### src/rtl/buck_mode_consts.svh
`ifndef BUCK_MODE_CONSTS_SVH
`define BUCK_MODE_CONSTS_SVH
// apb register byte offsets
`define OFS_FREQ_BASE   12'h000
`define OFS_CTRL        12'h004
`define OFS_STATUS      12'h008
// reset values
`define FREQ_BASE_RST   16'h00c8
`define CTRL_EN_RST     1'b1
// field positions
`define CTRL_EN_BIT     0
`define ST_HS_LSB       0
`define ST_LS_LSB       2
`define ST_MODE_LSB     4
`define ST_TWO_BIT      7
`define ST_TRANS_BIT    8
// master clock stretch per voltage code step below full scale
`define FREQ_VSTEP_SHIFT 1
`define CODE_MAX        7'h7f
// timing
`define CLK_FREQ_MHZ    200
`define TRANS_TIME_NS   100000
`define SYNC_STAGES     2
`endif

### src/rtl/buck_mode_pkg.sv
package buck_mode_pkg;
    typedef enum logic [2:0] {
        MODE_PWM_CCM = 3'b001,
        MODE_RPM_CCM = 3'b010,
        MODE_RPM_DCM = 3'b100
    } mode_t;

    typedef struct packed {
        logic       strap;
        logic       power_state_hint;
        logic       dslp;
        logic       ilim;
        logic [6:0] code;
        logic       rpm_trig;
        logic       rpm_end;
        logic [1:0] pwm_end;
        logic [1:0] zero_cur;
    } mode_inputs_t;

    typedef struct packed {
        logic [31:0] paddr;
        logic        psel;
        logic        penable;
        logic        pwrite;
        logic [31:0] pwdata;
    } apb_req_t;

    typedef struct packed {
        mode_t       mode;
        logic        ripple_pulse_mode;
        logic        two_ph;
        logic [1:0]  hs;
        logic [1:0]  ls;
        logic [1:0]  dcm_off;
        logic [15:0] per_cnt;
        logic        next_ph;
        logic [15:0] tr_cnt;
        logic [6:0]  code_q;
        logic        dslp_q;
        logic        trig_q;
        logic        en;
        logic [15:0] base;
        logic        pready;
        logic        pslverr;
        logic [31:0] prdata;
    } top_state_t;
endpackage

### src/rtl/mode_input_sync.sv
`timescale 1ns/1ps
module mode_input_sync #(
    parameter int W = 16
) (
    input  wire logic         REF_CLK_IN,
    input  wire logic         SYS_RST_IN,
    input  wire logic [W-1:0] d_in,
    output logic      [W-1:0] q_out
);
    typedef struct packed {
        logic [W-1:0] s1;
        logic [W-1:0] s2;
    } sync_state_t;

    sync_state_t s_reg;
    sync_state_t s_next;

    // first stage feeds only the second stage
    always_comb begin
        s_next    = s_reg;
        s_next.s1 = d_in;
        s_next.s2 = s_reg.s1;
    end

    always_ff @(posedge REF_CLK_IN or posedge SYS_RST_IN) begin
        if (SYS_RST_IN) begin
            s_reg <= '0;
        end else begin
            s_reg <= s_next;
        end
    end

    assign q_out = s_reg.s2;
endmodule // mode_input_sync

### src/rtl/buck_phase_mode_selector.sv
// How it works
// - strap tied high forces single-phase operation regardless of power-state inputs
// - strap low enables dual-phase, switching one/two phases with load inputs
// - each phase pulse tracked independently; overlap and near-full duty allowed
// - strap low: two interleaved PWM phases on transient or heavy load
// - after any code or deeper-sleep change, hold user phases in PWM CCM
// - hint low or deeper sleep high without transient reduces to one phase
// - hint low, sleep low, no transient, no limit: one phase ripple mode CCM
// - deeper sleep, no transient, no limit: ripple mode, low side off at zero
// - single-phase light load with current limit uses PWM CCM instead
// - ripple mode starts phase-one high side when error amp reaches threshold
// - per-phase PWM frequency is master clock divided by phases in use
// - master clock constant per code, slower for lower codes, base set by software
// - dual-phase PWM ramp cycles alternately serve phase one and phase two
// - ripple mode ends phase-one high side when ramp reaches error amp level
//
// Implementation choices: the register addresses and the APB register port.
`timescale 1ns/1ps
`include "buck_mode_consts.svh"
module buck_phase_mode_selector #(
    parameter int TRANS_CYCLES = (`TRANS_TIME_NS * `CLK_FREQ_MHZ + 999) / 1000
) (
    input  wire logic                       REF_CLK_IN,
    input  wire logic                       SYS_RST_IN,
    input  wire buck_mode_pkg::mode_inputs_t MODE_INPUTS_IN,
    input  wire buck_mode_pkg::apb_req_t     APB_REQ_IN,
    output logic                            PREADY_OUT,
    output logic                            PSLVERR_OUT,
    output logic [31:0]                     PRDATA_OUT,
    output logic [1:0]                      HIGH_SIDE_DRIVE_OUT,
    output logic [1:0]                      LOW_SIDE_DRIVE_OUT,
    output logic                            TWO_PHASE_ACTIVE_OUT,
    output logic                            RIPPLE_PULSE_MODE_OUT
);
    import buck_mode_pkg::*;

    localparam logic [15:0] TRANS_LOAD = 16'(TRANS_CYCLES);

    top_state_t   s_reg;
    top_state_t   s_next;
    mode_inputs_t in_s;

    mode_input_sync #(
        .W($bits(mode_inputs_t))
    ) u_sync (
        .REF_CLK_IN(REF_CLK_IN),
        .SYS_RST_IN(SYS_RST_IN),
        .d_in      (MODE_INPUTS_IN),
        .q_out     (in_s)
    );

    logic        code_chg;
    logic        transient;
    logic        heavy;
    logic        boundary;
    logic        tick;
    logic        pwm_ph;
    logic        des_two;
    mode_t       des_mode;
    logic [15:0] period;
    logic        acc;
    logic [11:0] ofs;

    always_comb begin
        s_next   = s_reg;
        ofs      = APB_REQ_IN.paddr[11:0];
        acc      = APB_REQ_IN.psel && APB_REQ_IN.penable && !s_reg.pready;
        // apb: one wait state, answer registered
        s_next.pready  = acc;
        s_next.pslverr = 1'b0;
        s_next.prdata  = 32'h0000_0000;
        if (acc) begin
            case (ofs)
                `OFS_FREQ_BASE: begin
                    s_next.prdata = {16'h0000, s_reg.base};
                end
                `OFS_CTRL: begin
                    s_next.prdata = {31'h0, s_reg.en};
                end
                `OFS_STATUS: begin
                    s_next.prdata[`ST_HS_LSB +: 2]   = s_reg.hs;
                    s_next.prdata[`ST_LS_LSB +: 2]   = s_reg.ls;
                    s_next.prdata[`ST_MODE_LSB +: 3] = s_reg.mode;
                    s_next.prdata[`ST_TWO_BIT]       = s_reg.two_ph;
                    s_next.prdata[`ST_TRANS_BIT]     = s_reg.tr_cnt != 16'h0000;
                end
                default: begin
                    s_next.pslverr = 1'b1;
                end
            endcase
        end
        // writes land only at the edge where the master sees pready high
        if (APB_REQ_IN.psel && APB_REQ_IN.penable && s_reg.pready && APB_REQ_IN.pwrite) begin
            if (ofs == `OFS_FREQ_BASE) begin
                s_next.base = APB_REQ_IN.pwdata[15:0];
            end
            if (ofs == `OFS_CTRL) begin
                s_next.en = APB_REQ_IN.pwdata[`CTRL_EN_BIT];
            end
        end

        // transient window restarts on any code or deeper-sleep change
        code_chg = (in_s.code != s_reg.code_q) || (in_s.dslp != s_reg.dslp_q);
        s_next.code_q = in_s.code;
        s_next.dslp_q = in_s.dslp;
        if (code_chg) begin
            s_next.tr_cnt = TRANS_LOAD;
        end else if (s_reg.tr_cnt != 16'h0000) begin
            s_next.tr_cnt = s_reg.tr_cnt - 16'h0001;
        end
        transient = code_chg || (s_reg.tr_cnt != 16'h0000);
        heavy     = in_s.power_state_hint && !in_s.dslp;

        // mode table
        if (transient || heavy) begin
            des_two  = !in_s.strap;
            des_mode = MODE_PWM_CCM;
        end else begin
            des_two = 1'b0;
            if (in_s.ilim) begin
                des_mode = MODE_PWM_CCM;
            end else if (in_s.dslp) begin
                des_mode = MODE_RPM_DCM;
            end else begin
                des_mode = MODE_RPM_CCM;
            end
        end

        // swapping only between pulses keeps every pulse whole
        boundary = s_reg.hs == 2'b00;
        if (boundary) begin
            s_next.mode   = des_mode;
            s_next.two_ph = des_two;
            s_next.ripple_pulse_mode    = des_mode != MODE_PWM_CCM;
        end

        // master clock: period stretches as the code falls
        period = s_reg.base + (16'(`CODE_MAX - s_reg.code_q) << `FREQ_VSTEP_SHIFT);
        tick   = 1'b0;
        if (s_reg.mode == MODE_PWM_CCM && s_reg.en) begin
            if (s_reg.per_cnt == 16'h0000) begin
                tick           = 1'b1;
                s_next.per_cnt = (period == 16'h0000) ? 16'h0000 : period - 16'h0001;
            end else begin
                s_next.per_cnt = s_reg.per_cnt - 16'h0001;
            end
        end else begin
            s_next.per_cnt = 16'h0000;
        end

        // with two phases, alternate ticks serve alternate phases, halving each phase rate; one phase takes every tick
        pwm_ph = s_reg.two_ph ? s_reg.next_ph : 1'b0;
        if (tick) begin
            s_next.next_ph = s_reg.two_ph ? !s_reg.next_ph : 1'b0;
        end

        s_next.trig_q = in_s.rpm_trig;
        for (int i = 0; i < 2; i++) begin
            // each phase ends on its own comparator, so pulses may overlap
            if (s_reg.mode == MODE_PWM_CCM && in_s.pwm_end[i] && s_reg.hs[i]) begin
                s_next.hs[i] = 1'b0;
            end
            if (tick && pwm_ph == 1'(i)) begin
                s_next.hs[i] = 1'b1;
            end
        end
        if (s_reg.mode != MODE_PWM_CCM) begin
            if (in_s.rpm_end && s_reg.hs[0]) begin
                s_next.hs[0] = 1'b0;
            end
            if (in_s.rpm_trig && !s_reg.trig_q && !s_reg.hs[0] && s_reg.en) begin
                s_next.hs[0] = 1'b1;
            end
        end
        if (!s_reg.en) begin
            s_next.hs = 2'b00;
        end

        for (int i = 0; i < 2; i++) begin
            if (s_next.hs[i]) begin
                s_next.dcm_off[i] = 1'b0;
            end else if (s_reg.mode == MODE_RPM_DCM && in_s.zero_cur[i]) begin
                s_next.dcm_off[i] = 1'b1;
            end
            if (s_reg.mode != MODE_RPM_DCM) begin
                s_next.dcm_off[i] = 1'b0;
            end
            // low side mirrors high side on an active phase only
            s_next.ls[i] = s_reg.en && !s_next.hs[i] && !s_next.dcm_off[i]
                           && (i == 0 || s_reg.two_ph || s_reg.hs[1]);
        end
    end

    always_ff @(posedge REF_CLK_IN or posedge SYS_RST_IN) begin
        if (SYS_RST_IN) begin
            s_reg      <= '0;
            s_reg.mode <= MODE_PWM_CCM;
            s_reg.en   <= `CTRL_EN_RST;
            s_reg.base <= `FREQ_BASE_RST;
        end else begin
            s_reg <= s_next;
        end
    end

    assign PREADY_OUT            = s_reg.pready;
    assign PSLVERR_OUT           = s_reg.pslverr;
    assign PRDATA_OUT            = s_reg.prdata;
    assign HIGH_SIDE_DRIVE_OUT   = s_reg.hs;
    assign LOW_SIDE_DRIVE_OUT    = s_reg.ls;
    assign TWO_PHASE_ACTIVE_OUT  = s_reg.two_ph;
    assign RIPPLE_PULSE_MODE_OUT = s_reg.ripple_pulse_mode;

    property p_strap_single;
        @(posedge REF_CLK_IN) disable iff (SYS_RST_IN)
        in_s.strap && boundary |=> !s_reg.two_ph;
    endproperty
    a_strap_single: assert property (p_strap_single)
        else $error("strap high but two phases selected");

    property p_dual_transient;
        @(posedge REF_CLK_IN) disable iff (SYS_RST_IN)
        !in_s.strap && transient && boundary |=> s_reg.two_ph && s_reg.mode == MODE_PWM_CCM;
    endproperty
    a_dual_transient: assert property (p_dual_transient)
        else $error("dual PWM not selected during transient");

    property p_heavy_dual;
        @(posedge REF_CLK_IN) disable iff (SYS_RST_IN)
        !in_s.strap && in_s.power_state_hint && !in_s.dslp && boundary |=> s_reg.two_ph;
    endproperty
    a_heavy_dual: assert property (p_heavy_dual)
        else $error("heavy load did not select two phases");

    property p_pulse_hold;
        @(posedge REF_CLK_IN) disable iff (SYS_RST_IN)
        s_reg.mode == MODE_PWM_CCM && s_reg.en && s_reg.hs[1] && !in_s.pwm_end[1] |=> s_reg.hs[1];
    endproperty
    a_pulse_hold: assert property (p_pulse_hold)
        else $error("phase two pulse cut short");

    property p_light_single;
        @(posedge REF_CLK_IN) disable iff (SYS_RST_IN)
        !transient && (!in_s.power_state_hint || in_s.dslp) && boundary |=> !s_reg.two_ph;
    endproperty
    a_light_single: assert property (p_light_single)
        else $error("light load kept two phases");

    property p_rpm_ccm;
        @(posedge REF_CLK_IN) disable iff (SYS_RST_IN)
        !transient && !in_s.power_state_hint && !in_s.dslp && !in_s.ilim && boundary
        |=> s_reg.mode == MODE_RPM_CCM;
    endproperty
    a_rpm_ccm: assert property (p_rpm_ccm)
        else $error("ripple CCM not selected");

    property p_dcm_off;
        @(posedge REF_CLK_IN) disable iff (SYS_RST_IN)
        s_reg.mode == MODE_RPM_DCM && in_s.zero_cur[0] && !s_reg.hs[0] && !in_s.rpm_trig
        |=> !s_reg.ls[0];
    endproperty
    a_dcm_off: assert property (p_dcm_off)
        else $error("low side stayed on at zero current");

    property p_ilim_pwm;
        @(posedge REF_CLK_IN) disable iff (SYS_RST_IN)
        !transient && (!in_s.power_state_hint || in_s.dslp) && in_s.ilim && boundary
        |=> s_reg.mode == MODE_PWM_CCM;
    endproperty
    a_ilim_pwm: assert property (p_ilim_pwm)
        else $error("current limit did not force PWM");

    property p_rpm_start;
        @(posedge REF_CLK_IN) disable iff (SYS_RST_IN)
        s_reg.mode != MODE_PWM_CCM && s_reg.en && in_s.rpm_trig && !s_reg.trig_q && !s_reg.hs[0]
        |=> s_reg.hs[0] ##1 1'b1;
    endproperty
    a_rpm_start: assert property (p_rpm_start)
        else $error("ripple threshold did not start a pulse");

    property p_rpm_end;
        @(posedge REF_CLK_IN) disable iff (SYS_RST_IN)
        s_reg.mode != MODE_PWM_CCM && in_s.rpm_end && s_reg.hs[0] |=> !s_reg.hs[0];
    endproperty
    a_rpm_end: assert property (p_rpm_end)
        else $error("ramp did not end ripple pulse");

    property p_alternate;
        @(posedge REF_CLK_IN) disable iff (SYS_RST_IN)
        tick && s_reg.two_ph |=> s_reg.next_ph != $past(s_reg.next_ph);
    endproperty
    a_alternate: assert property (p_alternate)
        else $error("dual ramp cycles not alternating");

    property p_mode_at_boundary;
        @(posedge REF_CLK_IN) disable iff (SYS_RST_IN)
        $changed(s_reg.mode) |-> $past(s_reg.hs) == 2'b00;
    endproperty
    a_mode_at_boundary: assert property (p_mode_at_boundary)
        else $error("mode changed during a pulse");

    property p_trans_pwm;
        @(posedge REF_CLK_IN) disable iff (SYS_RST_IN)
        transient && boundary |=> s_reg.mode == MODE_PWM_CCM;
    endproperty
    a_trans_pwm: assert property (p_trans_pwm)
        else $error("transient did not force PWM");

    property p_heavy_pwm;
        @(posedge REF_CLK_IN) disable iff (SYS_RST_IN)
        !transient && in_s.power_state_hint && !in_s.dslp && boundary |=> s_reg.mode == MODE_PWM_CCM;
    endproperty
    a_heavy_pwm: assert property (p_heavy_pwm)
        else $error("heavy load did not select PWM");

    property p_tick_period;
        @(posedge REF_CLK_IN) disable iff (SYS_RST_IN)
        tick && period != 16'h0000 |=> s_reg.per_cnt == $past(period) - 16'h0001;
    endproperty
    a_tick_period: assert property (p_tick_period)
        else $error("master period not reloaded");

    property p_single_tick;
        @(posedge REF_CLK_IN) disable iff (SYS_RST_IN)
        tick && !s_reg.two_ph |=> s_reg.hs[0];
    endproperty
    a_single_tick: assert property (p_single_tick)
        else $error("single phase tick did not start phase one");

    property p_single_idle;
        @(posedge REF_CLK_IN) disable iff (SYS_RST_IN)
        !s_reg.two_ph && !s_reg.hs[1] |=> !s_reg.hs[1] && !s_reg.ls[1];
    endproperty
    a_single_idle: assert property (p_single_idle)
        else $error("phase two switched in single phase");

    property p_ccm_only;
        @(posedge REF_CLK_IN) disable iff (SYS_RST_IN)
        s_reg.mode != MODE_RPM_DCM |=> s_reg.dcm_off == 2'b00;
    endproperty
    a_ccm_only: assert property (p_ccm_only)
        else $error("low side held off outside DCM");

    property p_hs_ls_excl;
        @(posedge REF_CLK_IN) disable iff (SYS_RST_IN)
        (s_reg.hs & s_reg.ls) == 2'b00;
    endproperty
    a_hs_ls_excl: assert property (p_hs_ls_excl)
        else $error("high and low side on together");
endmodule // buck_phase_mode_selector

### config.mk
export PLATFORM = sky130hd
export DESIGN_NAME = buck_phase_mode_selector
export DESIGN_NICKNAME = d
export VERILOG_FILES = /design/src/rtl/buck_mode_pkg.sv /design/src/rtl/mode_input_sync.sv /design/src/rtl/buck_phase_mode_selector.sv
export VERILOG_INCLUDE_DIRS = /design/src /design/src/rtl
export SDC_FILE = /design/constraint.sdc
export NUM_CORES = 1
export LEC_CHECK = 0
export BUFFER_PORTS_ARGS = -buffer_cell sky130_fd_sc_hd__buf_4
export CORE_AREA = 2 2 126 128
export DETAILED_ROUTE_END_ITERATION = 10
export DIE_AREA = 0 0 128 130
export GPL_TIMING_DRIVEN = 0
export PLACE_DENSITY = 0.75
export SYNTH_ARGS = -nofsm -noshare
export SYNTH_HDL_FRONTEND = slang
export SYNTH_SLANG_ARGS = --single-unit
export TNS_END_PERCENT = 30
### constraint.sdc
create_clock -name REF_CLK_IN -period 3.5 [get_ports REF_CLK_IN]
set_input_delay 0.175 -clock REF_CLK_IN [delete_from_list [all_inputs] [get_ports REF_CLK_IN]]
set_output_delay 0.175 -clock REF_CLK_IN [all_outputs]
set_load 0.03 [all_outputs]
After elaboration in Yosys (flattened, before gate mapping)
Cells that the tools add are included.
- latch bits: 0
- bits in registers: 138
- memories kept: 0
- memory bits (writable): 0
- memory bits (read-only): 0
- word-level logic and storage cells: 111
- shift operators: 0
- bitwise operators: 1
- mux-type cells: 31
- eq/ne operators: 9
- add/sub/neg operators: 5
- reductions and logical operators: 46
- multiply operators: 0
- divide/modulo/power cells: 0
- $lt $le $gt $ge: 0
- operator list (operator ; count):
    16-bit 2-to-1 mux ; 5
    16-bit by 1-bit subtractor with 16-bit output, second input constant ; 3
    33-bit 2-to-1 mux ; 1
    16-bit zero test ; 2
    9-bit one-hot mux with 3 select lines ; 1
    1-bit logical AND ; 23
    1-bit 2-to-1 mux ; 19
    16-bit adder ; 1
    16-bit nonzero test ; 1
    12-bit by 3-bit == test with 1-bit output, second input constant ; 1
    12-bit by 4-bit == test with 1-bit output, second input constant ; 1
    12-bit zero test ; 1
    1-bit zero test ; 10
    3-bit 2-to-1 mux ; 3
    7-bit by 7-bit subtractor with 8-bit output, first input constant ; 1
    7-bit 2-to-1 mux ; 1
    7-bit != test ; 1
    3-bit by 1-bit != test with 1-bit output, second input constant ; 2
    1-bit logical OR ; 4
    2-bit AND reduction ; 2
    3-bit by 1-bit == test with 1-bit output, second input constant ; 1
    3-bit == test, second input constant ; 1
    3-bit != test, second input constant ; 1
    3-bit OR reduction ; 1
    5 further kinds ; 5

Logic depth before layout (Yosys ltp)
Gate-level depths: netlist (run 1).
- depth in word-level cells: 14
- mapped depth: 13
- mapped depth without buffers: 12

Hierarchy
Synthesis (run 1) repeated with hierarchy kept, for this count alone.
- cells, all modules: 571
- area, all modules: 6050.8 sq um
- by module, submodules not included (module ; instances ; area each (sq um) ; cells each):
    buck_phase_mode_selector ; 1 ; 5196.2 ; 536
    mode_input_sync ; 1 ; 854.6 ; 35

Worst setup path before layout (run 1)
Ideal clock, no wire load.
- path type: register to register
- start point: reg s_reg[53] (netlist name)
- end point: reg s_reg[77] (netlist name)
- path buffers: 1
- cell stages (with the launch flop): 14
- slack: 522 ps
- setup time: 130 ps
- clock period less this slack: 2978 ps
- arrival: 2848 ps
- cell sequence: dfrtp_1 inv_1 ha_1 inv_1 fa_1 nand2b_1 a211oi_2 nor2_1 xor2_1 nand3_1 or4_4 buf_6 a31oi_1 nor2_1
- RTL lines (what ; RTL line ; text):
    from (decl) ; buck_phase_mode_selector.sv:39 ; top_state_t s_reg;
    from (signal assigned) ; buck_phase_mode_selector.sv:201 ; s_reg <= s_next;

==> run_results.csv, run 1 <==
group,metric,value,unit
clocking,clkLatencyLatePin,410,ps
critical_path,critPathSlowestCell,"or4_4",
placed_design,dp.cells,831,
global_routing,grt_use_total,15.20,%
yosys,ys_seq_area_share,51.18,%
pwr,finalPower,3.389,mW
yosys,yosysWarnings,0,
timing,finalSetupTns,0,ps
global_routing,gr-total-overflow,0,
global_routing,grt_max_degree,104,
clocking,cts.path.max_buffers,2,
final_layout,n_fill_cell,1354,
critical_path,critPathRequiredTime,3780,ps
floorplanning,num_rows,46,
timing,finalMaxSlewViolations,0,
critical_path,crit_path_end_kind,"flip-flop",
final_layout,final_cell_count_no_fill,891,
clocking,cts_setup_buffers,0,
timing,hold_viol,0,
final_layout,seq_area,3059,sq um
critical_path,reg2reg_depth,12,
global_routing,antenna_found_initial,0,
global_routing,first_global_vias,4255,
pwr,p_per_area,438.1,nW/um^2
floorplanning,die_w,128,microns
clocking,clockRootBuffer,"clkbuf_16",
clocking,cts_tree,"built",
floorplanning,initial_core_util,38.75,%
min_path,hold_start,"APB_REQ_IN[7]",
routing,first_iter_violations,210,
timing,rsz0062_at_grt,"false",
global_routing,grt_pass1_wl,19800,microns
critical_path,max_stage_delay,550,ps
yosys,synth_area,5977,sq um
critical_path,worstPathCellList,"ha_1 > inv_1 > fa_1 > nand2b_1 > a211oi_4 > o21ai_2 > nor3_2 > o21ai_1 > or4_4 > buf_6 > a31oi_1 > nor2_1",
routing,drc,0,
critical_path,regToRegSetupSlack,230,ps
timing,slew_headroom,25.62,%
routing,avgViaCountPerCell,4.697,
critical_path,worst_r2r_endpoint,"s_reg[81]",
pwr,ir_drop,376.2,uV
critical_path,cp_max_fo,10,
final_layout,multi_input_area,2541,sq um
routing,drt_pre_antenna_iters,4,
clocking,htreeDepth,4,
final_layout,finalNetCount,785,
yosys,netlist_instances,552,
yosys,postSynthAreaPerCell,10.83,sq um
critical_path,r2r_start,"s_reg[35]",
final_layout,n_antenna_cell,0,
pwr,intPower,2.629,mW
job,drv_cap,0,
pwr,seq_power_share,42.9,%
floorplanning,pin_count,126,
clocking,cts_buffers,17,
critical_path,worstPathArrival,3550,ps
final_layout,largest_register_ffs,64,
routing,ant_nets,0,
pwr,clockPowerShare,51.1,%
yosys,ys_types,68,
placed_design,dp_slack,166.8,ps
clocking,cts.sink_count,122,
final_layout,area.growth.synth_to_final,29.41,%
final_layout,utilization,50.15,%
critical_path,critical_path.startpoint_type,"flip-flop",
routing,dr_total_vias,4185,
yosys,synth_edf_count,0,
timing,fin_worst_skew,7.300,ps
critical_path,path_class,"flip-flop to flip-flop",
final_layout,fin_area,7735,sq um
yosys,async_flop_share,100.0,%
placed_design,placed_area,6839,sq um
pwr,switchingPower,0.7596,mW
placed_design,place_congestion,0.8640,
pwr,combPwrFrac,6.0,%
timing,max_freq,306.2,MHz
pwr,leakage,3.663,nW
timing,worst_slack,233.6,ps
routing,post_drt_wl_per_cell,13.46,microns
timing,worst_pin_slew,1106,ps
pwr,p_sw_share,22.42,%
timing,period_needed,3266,ps
floorplanning,fp.coreArea,15420,sq um
yosys,synth_flop_cell,"dfrtp_1",
routing,routed_wl,12000,microns
placed_design,place.detailed.hpwl,8482,microns
run_status,outcome,"finished clean",
clocking,clk_pin_slew,60,ps
min_path,min_path_cells,2,
timing,fin_crit_sh,93.32,%
min_path,hold_end,"s_reg[41]",
final_layout,drive_above_1_share,28.18,%
floorplanning,die_h,130,microns
timing,setup_violations,0,
yosys,ys_seq_elements,122,
floorplanning,die_area,16640,sq um
min_path,hp-class,"primary input to flip-flop",
timing,whs,8.622,ps
placed_design,portBuffers,71,
[power by group through the flow]
stage	sequential, mW	clock, mW	combinational (mW)
3_5_place_dp	1.48	0	0.180
5_1_grt	1.46	1.84	0.226
4_1_cts	1.45	1.76	0.203
2_1_floorplan	1.48	0	0.110
6_report	1.45	1.73	0.204
3_3_place_gp	1.48	0	0.174
[worst max-delay path, delay by kind of cell (launching register included)]
kind	cells	cell delay (ps)
adders and majority gates	2	640
DFF	1	430
and+or+nand+nor	4	1050
AOI/OAI and AO/OA	4	780
buffers and inverters	2	230
[cell usage in the layout, fill, tap and decap left out, types with 7 or more instances in the layout]
cell           Yosys  layout
nor3_1            20      19
nor4_1            10      10
conb_1             1      16
mux2_2            17      17
and2_1             9       9
clkbuf_16          0      17
a21oi_1           10      10
or3_1              7       7
xnor2_1           26      26
dfrtp_1          117     117
dlygate4sd3_1      1      29
a31oi_1            7       7
o21ai_0            8       8
clkbuf_1           8       9
nor2_1            60      60
nand3_1           14      14
buf_4             38     109
inv_1             22      21
nand2_1           45      45
ha_1              12      12
xor2_1            27      26
mux2i_1           11      11
[worst max-delay path by stage]
stage / startpoint / to / slack, ps / cells past startpoint
floorplan: SYS_RST_IN / HIGH_SIDE_DRIVE_OUT[0] / 90 / 1
global placement: SYS_RST_IN / u_sync.q_out[7] / -1130 / 2
detailed placement: s_reg[53] / s_reg[80] / 170 / 13
CTS: s_reg[53] / s_reg[80] / 160 / 13
global route: s_reg[35] / s_reg[78] / 20 / 12
finish: s_reg[35] / s_reg[81] / 230 / 12
[area by class of cell]
class / count / share of cell area [%]
sequential: 122 / 39.55
timing repair buffer: 100 / 10.87
clock inverter: 12 / 1.796
buffer: 53 / 4.788
multi-input combinational: 370 / 32.85
clock buffer: 20 / 5.904
inverter: 22 / 1.132
tap: 192 / 3.106
[cell usage after synthesis, types with 10 or more instances]
cell     count  area share (%)
a21oi_1     10            0.84
buf_4       38             4.8
dfrtp_1    117              49
ha_1        12             2.5
inv_1       22             1.4
mux2_2      17             3.2
mux2i_1     11             1.8
nand2_1     45             2.8
nand3_1     14             1.2
nor2_1      60             3.8
nor3_1      20             1.7
nor4_1      10             1.0
xnor2_1     26             3.8
xor2_1      27             4.0
[kinds of logic after synthesis]
group | synth area share, %
and+or+nand+nor | 16.68
muxes | 5.045
AOI/OAI and AO/OA | 8.563
xor gates and xnor gates | 8.039
DFF | 51.18
other | 0.06274
adders and majority gates | 2.847
buffers and inverters | 7.578
[per-layer routing]
layer | vias up | global-route usage [%] | share of wire, %
li1 | 2102 | - | -
met1 | 1979 | 17.26 | 42
met2 | 82 | 27.52 | 53
met3 | 22 | 4.141 | 3.3
met4 | 0 | 5.624 | 1.9
met5 | - | 0 | 0
[what timing repair did]
item | 4_1_cts | 5_1_grt
gates resized for setup | 0 | 3
endpoints found under the setup margin | 0 | 6
hold endpoints to repair | 43 | 3
hold buffers | 25 | 3
No activity file was read; power rests on OpenSTA's default activity.
==> run 2, diff against run 1 <==
--- a/config.mk
+++ b/config.mk
@@ -6,12 +6,13 @@
 export SDC_FILE = /design/constraint.sdc
 export NUM_CORES = 1
 export LEC_CHECK = 0
+export ABC_AREA = 1
 export BUFFER_PORTS_ARGS = -buffer_cell sky130_fd_sc_hd__buf_4
-export CORE_AREA = 2 2 126 128
+export CORE_AREA = 2 2 131 133
 export DETAILED_ROUTE_END_ITERATION = 10
-export DIE_AREA = 0 0 128 130
+export DIE_AREA = 0 0 133 135
 export GPL_TIMING_DRIVEN = 0
-export PLACE_DENSITY = 0.75
+export PLACE_DENSITY = 0.74
 export SYNTH_ARGS = -nofsm -noshare
 export SYNTH_HDL_FRONTEND = slang
 export SYNTH_SLANG_ARGS = --single-unit
==> constraint.sdc (replaced) <==
create_clock -name REF_CLK_IN -period 3.5 [get_ports REF_CLK_IN]
set_input_delay 0.175 -clock REF_CLK_IN [delete_from_list [all_inputs] [get_ports REF_CLK_IN]]
set_output_delay 0.175 -clock REF_CLK_IN [all_outputs]
set_load 0.1 [all_outputs]
==> run_results.csv, run 2 <==
group,metric,value,unit
timing,period_needed,2870,ps
timing,whs,2.462,ps
floorplanning,die_w,133,microns
yosys,ys_types,49,
floorplanning,initial_core_util,39.38,%
global_routing,grt_max_degree,95,
final_layout,finalNetCount,1016,
timing,setup_violations,0,
global_routing,first_global_vias,5390,
clocking,cts_tree,"built",
routing,dr_total_vias,5418,
final_layout,drive_above_1_share,20.54,%
final_layout,fin_area,8335,sq um
clocking,cts.path.max_buffers,2,
critical_path,worstPathCellList,"inv_1 > ha_1 > inv_1 > fa_1 > nand2_1 > a21oi_1 > nand3_1 > nor2_2 > nand3_1 > nor2_2 > nand3_1 > nand2_1 > nand2_1 > nor2_1 > nor2_1 > nor2_1",
yosys,postSynthAreaPerCell,8.273,sq um
yosys,yosysMostFrequentCell,"nand2_1",
pwr,leakage,4.309,nW
yosys,yosysWarnings,0,
floorplanning,die_area,17960,sq um
routing,post_drt_wl_per_cell,12.94,microns
timing,fin_crit_sh,82.01,%
global_routing,grt_use_total,17.39,%
yosys,ys_seq_elements,122,
clocking,clockRootBuffer,"clkbuf_16",
timing,fin_worst_skew,8.449,ps
yosys,synth_area,6461,sq um
yosys,synth_flop_cell,"dfrtp_1",
routing,avgViaCountPerCell,4.711,
yosys,synth_largest_area_cell,"dfrtp_1",
timing,slew_headroom,40.83,%
run_status,outcome,"finished clean",
routing,drc,0,
yosys,synth_common_cells,"159 x nand2_1, 117 x dfrtp_1, 113 x inv_1",
yosys,async_flop_share,100.0,%
clocking,cts.sink_count,122,
global_routing,gr-total-overflow,0,
routing,drt_pre_antenna_iters,5,
floorplanning,die_h,135,microns
yosys,netlist_instances,781,
clocking,htreeDepth,4,
placed_design,placed_area,7373,sq um
final_layout,area.growth.synth_to_final,29.01,%
critical_path,critical_path.startpoint_type,"flip-flop",
timing,finalMaxSlewViolations,0,
critical_path,crit_path_end_kind,"flip-flop",
timing,max_freq,348.4,MHz
placed_design,place_congestion,0.9094,
floorplanning,num_rows,47,
final_layout,layout_commonest_cell,"nand2_1",
critical_path,critPathSlowestCell,"fa_1",
yosys,synth_edf_count,0,
final_layout,final_cell_mix,"159 x nand2_1, 117 x dfrtp_1, 112 x inv_1, 109 x buf_4, 70 x nor2_1",
global_routing,grt_pass1_wl,24700,microns
placed_design,portBuffers,73,
critical_path,crit_family,"simple AND/OR/NAND/NOR gates",
routing,first_iter_violations,349,
critical_path,path_buf_inv,2,
timing,rsz0062_at_grt,"false",
yosys,yosys-top-cells-area,"dfrtp_1 45%, nand2_1 9.2%, inv_1 6.6%",
clocking,clkLatencyLatePin,430,ps
routing,ant_nets,0,
final_layout,n_antenna_cell,0,
final_layout,largest_register_ffs,64,
yosys,synth_top_area_share,45.31,%
critical_path,critPathRequiredTime,3860,ps
clocking,cts_setup_buffers,0,
critical_path,worstPathArrival,3230,ps
pwr,p_per_area,530.6,nW/um^2
critical_path,path_class,"flip-flop to flip-flop",
pwr,ir_drop,271.5,uV
global_routing,antenna_found_initial,0,
floorplanning,fp.coreArea,16410,sq um
min_path,hp-class,"primary input to flip-flop",
floorplanning,pin_count,126,
critical_path,cp_max_fo,4,
job,drv_cap,0,
timing,hold_viol,0,
clocking,clk_pin_slew,60,ps
routing,routed_wl,14890,microns
yosys,ys_seq_area_share,47.35,%
placed_design,place.detailed.hpwl,10940,microns
critical_path,max_stage_delay,540,ps
clocking,cts_buffers,17,
timing,worst_pin_slew,880.8,ps
## run 2: kinds of logic (layout without fill, tap and decap cells)
family	count (synthesis)	count (layout)	share of synthesized area, %
simple gates	355	355	25.19
compound gates	100	100	8.889
other cells	1	16	0.05804
flops	122	122	47.35
xor+xnor	25	25	3.389
buf+inv	159	293	11.44
fa+ha+maj	13	13	2.634
mux	6	6	1.046
## run 2: area by class of cell
class | instances | area [sq um]
Fill cell | 1520 | 8071
Sequential cell | 122 | 3059
Multi-Input combinational cell | 515 | 2719
Timing Repair Buffer | 102 | 855.8
Clock buffer | 19 | 442.9
Inverter | 115 | 436.7
Buffer | 44 | 307.8
Tap cell | 220 | 275.3
Clock inverter | 13 | 239.0
## run 2: worst paths after layout
kind / start / to / slack, ps / depth (start not counted)
setup / recovery: s_reg[53] / s_reg[91] / 630 / 16
hold / removal: APB_REQ_IN[0] / s_reg[50] / 2 / 3
setup reg to reg: s_reg[53] / s_reg[91] / 630 / 16
hold reg to reg: u_sync.s_next[15] / u_sync.q_out[15] / 340 / 0
max in group asynchronous: SYS_RST_IN / s_reg[101] / 2500 / 4
min in group asynchronous: SYS_RST_IN / s_reg[46] / 260 / 3
## run 2: worst min-delay path, stage by stage
cell     delay (ps)
buf_4           120
nor2_1           90
a21oi_1          50
## run 2: report_power, final
group	switching, mW	internal (mW)	total (mW)
Combinational	0.491	0.284	0.775
Clock	0.655	1.36	2.01
Sequential	0.0947	1.54	1.63
Total	1.24	3.18	4.42
## run 2: layer usage
layer  global-route usage (%)  up-vias  wire length [microns]
met4                    7.288        0                    380
met1                    20.56     2535                   6365
met3                    3.866       29                    547
met2                    30.66      101                   7591
li1                         -     2753                      -
met5                        0        -                      0
## run 2: repair_timing
item / in CTS / in global routing
gates resized for setup: 0 / 0
hold endpoints to repair: 55 / 0
hold buffers: 28 / 0
## run 2: through the flow
stage / power [mW] / worst slack, ps / instances / TNS [ps] / util (%)
after global routing: 4.606 / 383.6 / 1150 / 0 / 50.80
after floorplan: 2.221 / 90.75 / 796 / 0 / -
after CTS: 4.438 / 623.9 / 1150 / 0 / 50.80
final: 4.423 / 629.5 / 1150 / 0 / 50.80
after global placement: 2.380 / -1256 / 1089 / -145840 / 44.74
after detailed placement: 2.397 / 649.2 / 1090 / 0 / 44.94
==> run 3, diff against run 2 <==
==> constraint.sdc (replaced) <==
create_clock -name REF_CLK_IN -period 2.4 [get_ports REF_CLK_IN]
set_input_delay 0.12 -clock REF_CLK_IN [delete_from_list [all_inputs] [get_ports REF_CLK_IN]]
set_output_delay 0.12 -clock REF_CLK_IN [all_outputs]
set_load 0.1 [all_outputs]
==> run_results.csv, run 3 (same netlist as run 2, synthesis figures left out) <==
group,metric,value,unit
critical_path,max_stage_delay,590,ps
routing,ant_nets,0,
final_layout,drive_above_1_share,28.07,%
timing,hold_viol,0,
global_routing,antenna_found_initial,0,
routing,first_iter_violations,308,
floorplanning,die_w,133,microns
floorplanning,num_rows,47,
timing,worst_slack,-217.8,ps
critical_path,worstPathArrival,2960,ps
timing,worst_pin_slew,866.4,ps
critical_path,critPathRequiredTime,2740,ps
min_path,hold_end,"s_reg[42]",
routing,post_drt_wl_per_cell,13.50,microns
routing,drt_pre_antenna_iters,5,
routing,avgViaCountPerCell,4.835,
placed_design,place.detailed.hpwl,11330,microns
routing,dr_total_vias,5749,
final_layout,n_antenna_cell,0,
clocking,clk_pin_slew,60,ps
min_path,hold_start,"APB_REQ_IN[8]",
placed_design,dp_slack,-465.4,ps
timing,rsz0062_at_grt,"true",
placed_design,place_congestion,0.8984,
critical_path,cp_max_fo,3,
critical_path,worst_r2r_endpoint,"s_reg[90]",
placed_design,placed_area,7405,sq um
min_path,hp-class,"primary input to flip-flop",
final_layout,fin_area,8775,sq um
clocking,clockRootBuffer,"clkbuf_16",
pwr,leakage,4.481,nW
final_layout,final_cell_mix,"144 x nand2_1, 138 x buf_4, 117 x dfrtp_1, 107 x inv_1, 62 x nor2_1",
floorplanning,fp.coreArea,16410,sq um
pwr,p_per_area,690.6,nW/um^2
timing,finalMaxSlewViolations,0,
pwr,ir_drop,440.3,uV
timing,fin_worst_skew,10.91,ps
clocking,clkLatencyLatePin,420,ps
floorplanning,die_h,135,microns
timing,period_needed,2618,ps
clocking,cts_tree,"built",
critical_path,critical_path.startpoint_type,"flip-flop",
final_layout,area.growth.synth_to_final,35.81,%
routing,routed_wl,16060,microns
clocking,cts.sink_count,122,
final_layout,layout_commonest_cell,"nand2_1",
timing,slew_headroom,41.79,%
job,drv_cap,0,
global_routing,grt_max_degree,40,
placed_design,portBuffers,73,
min_path,min_path_cells,3,
critical_path,crit_path_end_kind,"flip-flop",
final_layout,utilization,53.48,%
clocking,cts_buffers,17,
timing,setup_violations,15,
floorplanning,initial_core_util,39.38,%
critical_path,crit_top_cell,"nand2_1",
critical_path,worstPathCellList,"inv_2 > ha_4 > inv_2 > fa_2 > nand2_2 > nor2_2 > nand2_1 > nand3b_1 > nor2_2 > nand3_2 > inv_2 > nand2_2 > nor2_2 > nand2_1 > nand2_1 > nand2_1 > a21boi_1",
floorplanning,die_area,17960,sq um
run_status,outcome,"complete, but fails checks",
floorplanning,pin_count,126,
global_routing,grt_pass1_wl,25570,microns
critical_path,path_class,"flip-flop to flip-flop",
clocking,htreeDepth,4,
final_layout,finalNetCount,1055,
final_layout,n_fill_cell,1438,
timing,fin_crit_sh,109.1,%
critical_path,critPathSlowestCell,"fa_2",
global_routing,first_global_vias,5573,
final_layout,largest_register_ffs,64,
run_status,violations,"setup timing",
routing,drc,0,
timing,max_freq,382.0,MHz
global_routing,gr-total-overflow,0,
clocking,cts.path.max_buffers,2,
critical_path,regToRegSetupSlack,-220,ps
critical_path,r2r_start,"s_reg[53]",
critical_path,reg2reg_depth,17,
global_routing,grt_use_total,18.08,%
[run 3: routing by layer]
layer | global-route usage [%] | part of all wire [%] | vias to the layer above
met1 | 21.40 | 42 | 2724
met3 | 4.167 | 4.4 | 40
met5 | 0 | 0 | -
met2 | 31.46 | 50 | 162
met4 | 8.124 | 3.5 | 0
li1 | - | - | 2823
[run 3: through the flow]
stage / hold WS [ps] / TNS (ps) / power, mW / cells
6_report: 37.66 / -1896 / 6.060 / 1189
5_1_grt: 68.76 / -4477 / 6.345 / 1189
4_1_cts: 20.03 / -295.3 / 6.044 / 1182
3_5_place_dp: 230.3 / -6289 / 3.505 / 1092
3_3_place_gp: 230.0 / -5273 / 3.475 / 1089
2_1_floorplan: 151.4 / -18.95 / 3.239 / 796
[run 3: worst max-delay path: cells and delay by family, from the launching register on]
family,cells,cell delay (ps)
buffers and inverters,3,200
adders and majority gates,2,710
DFF,1,390
AOI/OAI and AO/OA,1,110
and+or+nand+nor,11,1130
[run 3: timing repair]
action / CTS / global route
cloned: 1 / 0
buffers inserted: 23 / 7
pin swaps: 16 / 13
resized for setup: 43 / 20
setup endpoints to repair: 20 / 18
hold endpoints to repair: 55 / 0
hold buffers: 34 / 0
[run 3: worst max path at each step]
| stage | cells past startpoint | startpoint | endpoint | slack, ps |
|---|---|---|---|---|
| 2_1_floorplan | 16 | s_reg[53] | s_reg[90] | -10 |
| 3_3_place_gp | 16 | s_reg[53] | s_reg[91] | -430 |
| 3_5_place_dp | 17 | s_reg[53] | s_reg[91] | -470 |
| 4_1_cts | 17 | s_reg[53] | s_reg[90] | -60 |
| 5_1_grt | 17 | s_reg[53] | s_reg[90] | -420 |
| 6_report | 17 | s_reg[53] | s_reg[90] | -220 |
[run 3: power by group]
part	leakage [nW]	switching [mW]	total (mW)	internal [mW]
registers	1.48	0.141	2.38	2.24
clock network	0.279	0.957	2.47	1.51
logic	2.73	0.755	1.21	0.453
[run 3: cell type report]
type	count	area [sq um]	area share, %
clock inverters	12	115.1	1.312
repair buffers	141	1189	13.55
inverters	115	435.4	4.962
flip-flops and latches	122	3059	34.86
plain buffers	44	307.8	3.508
well taps	220	275.3	3.137
clock buffers	20	466.7	5.319
multi-input cells	515	2927	33.35
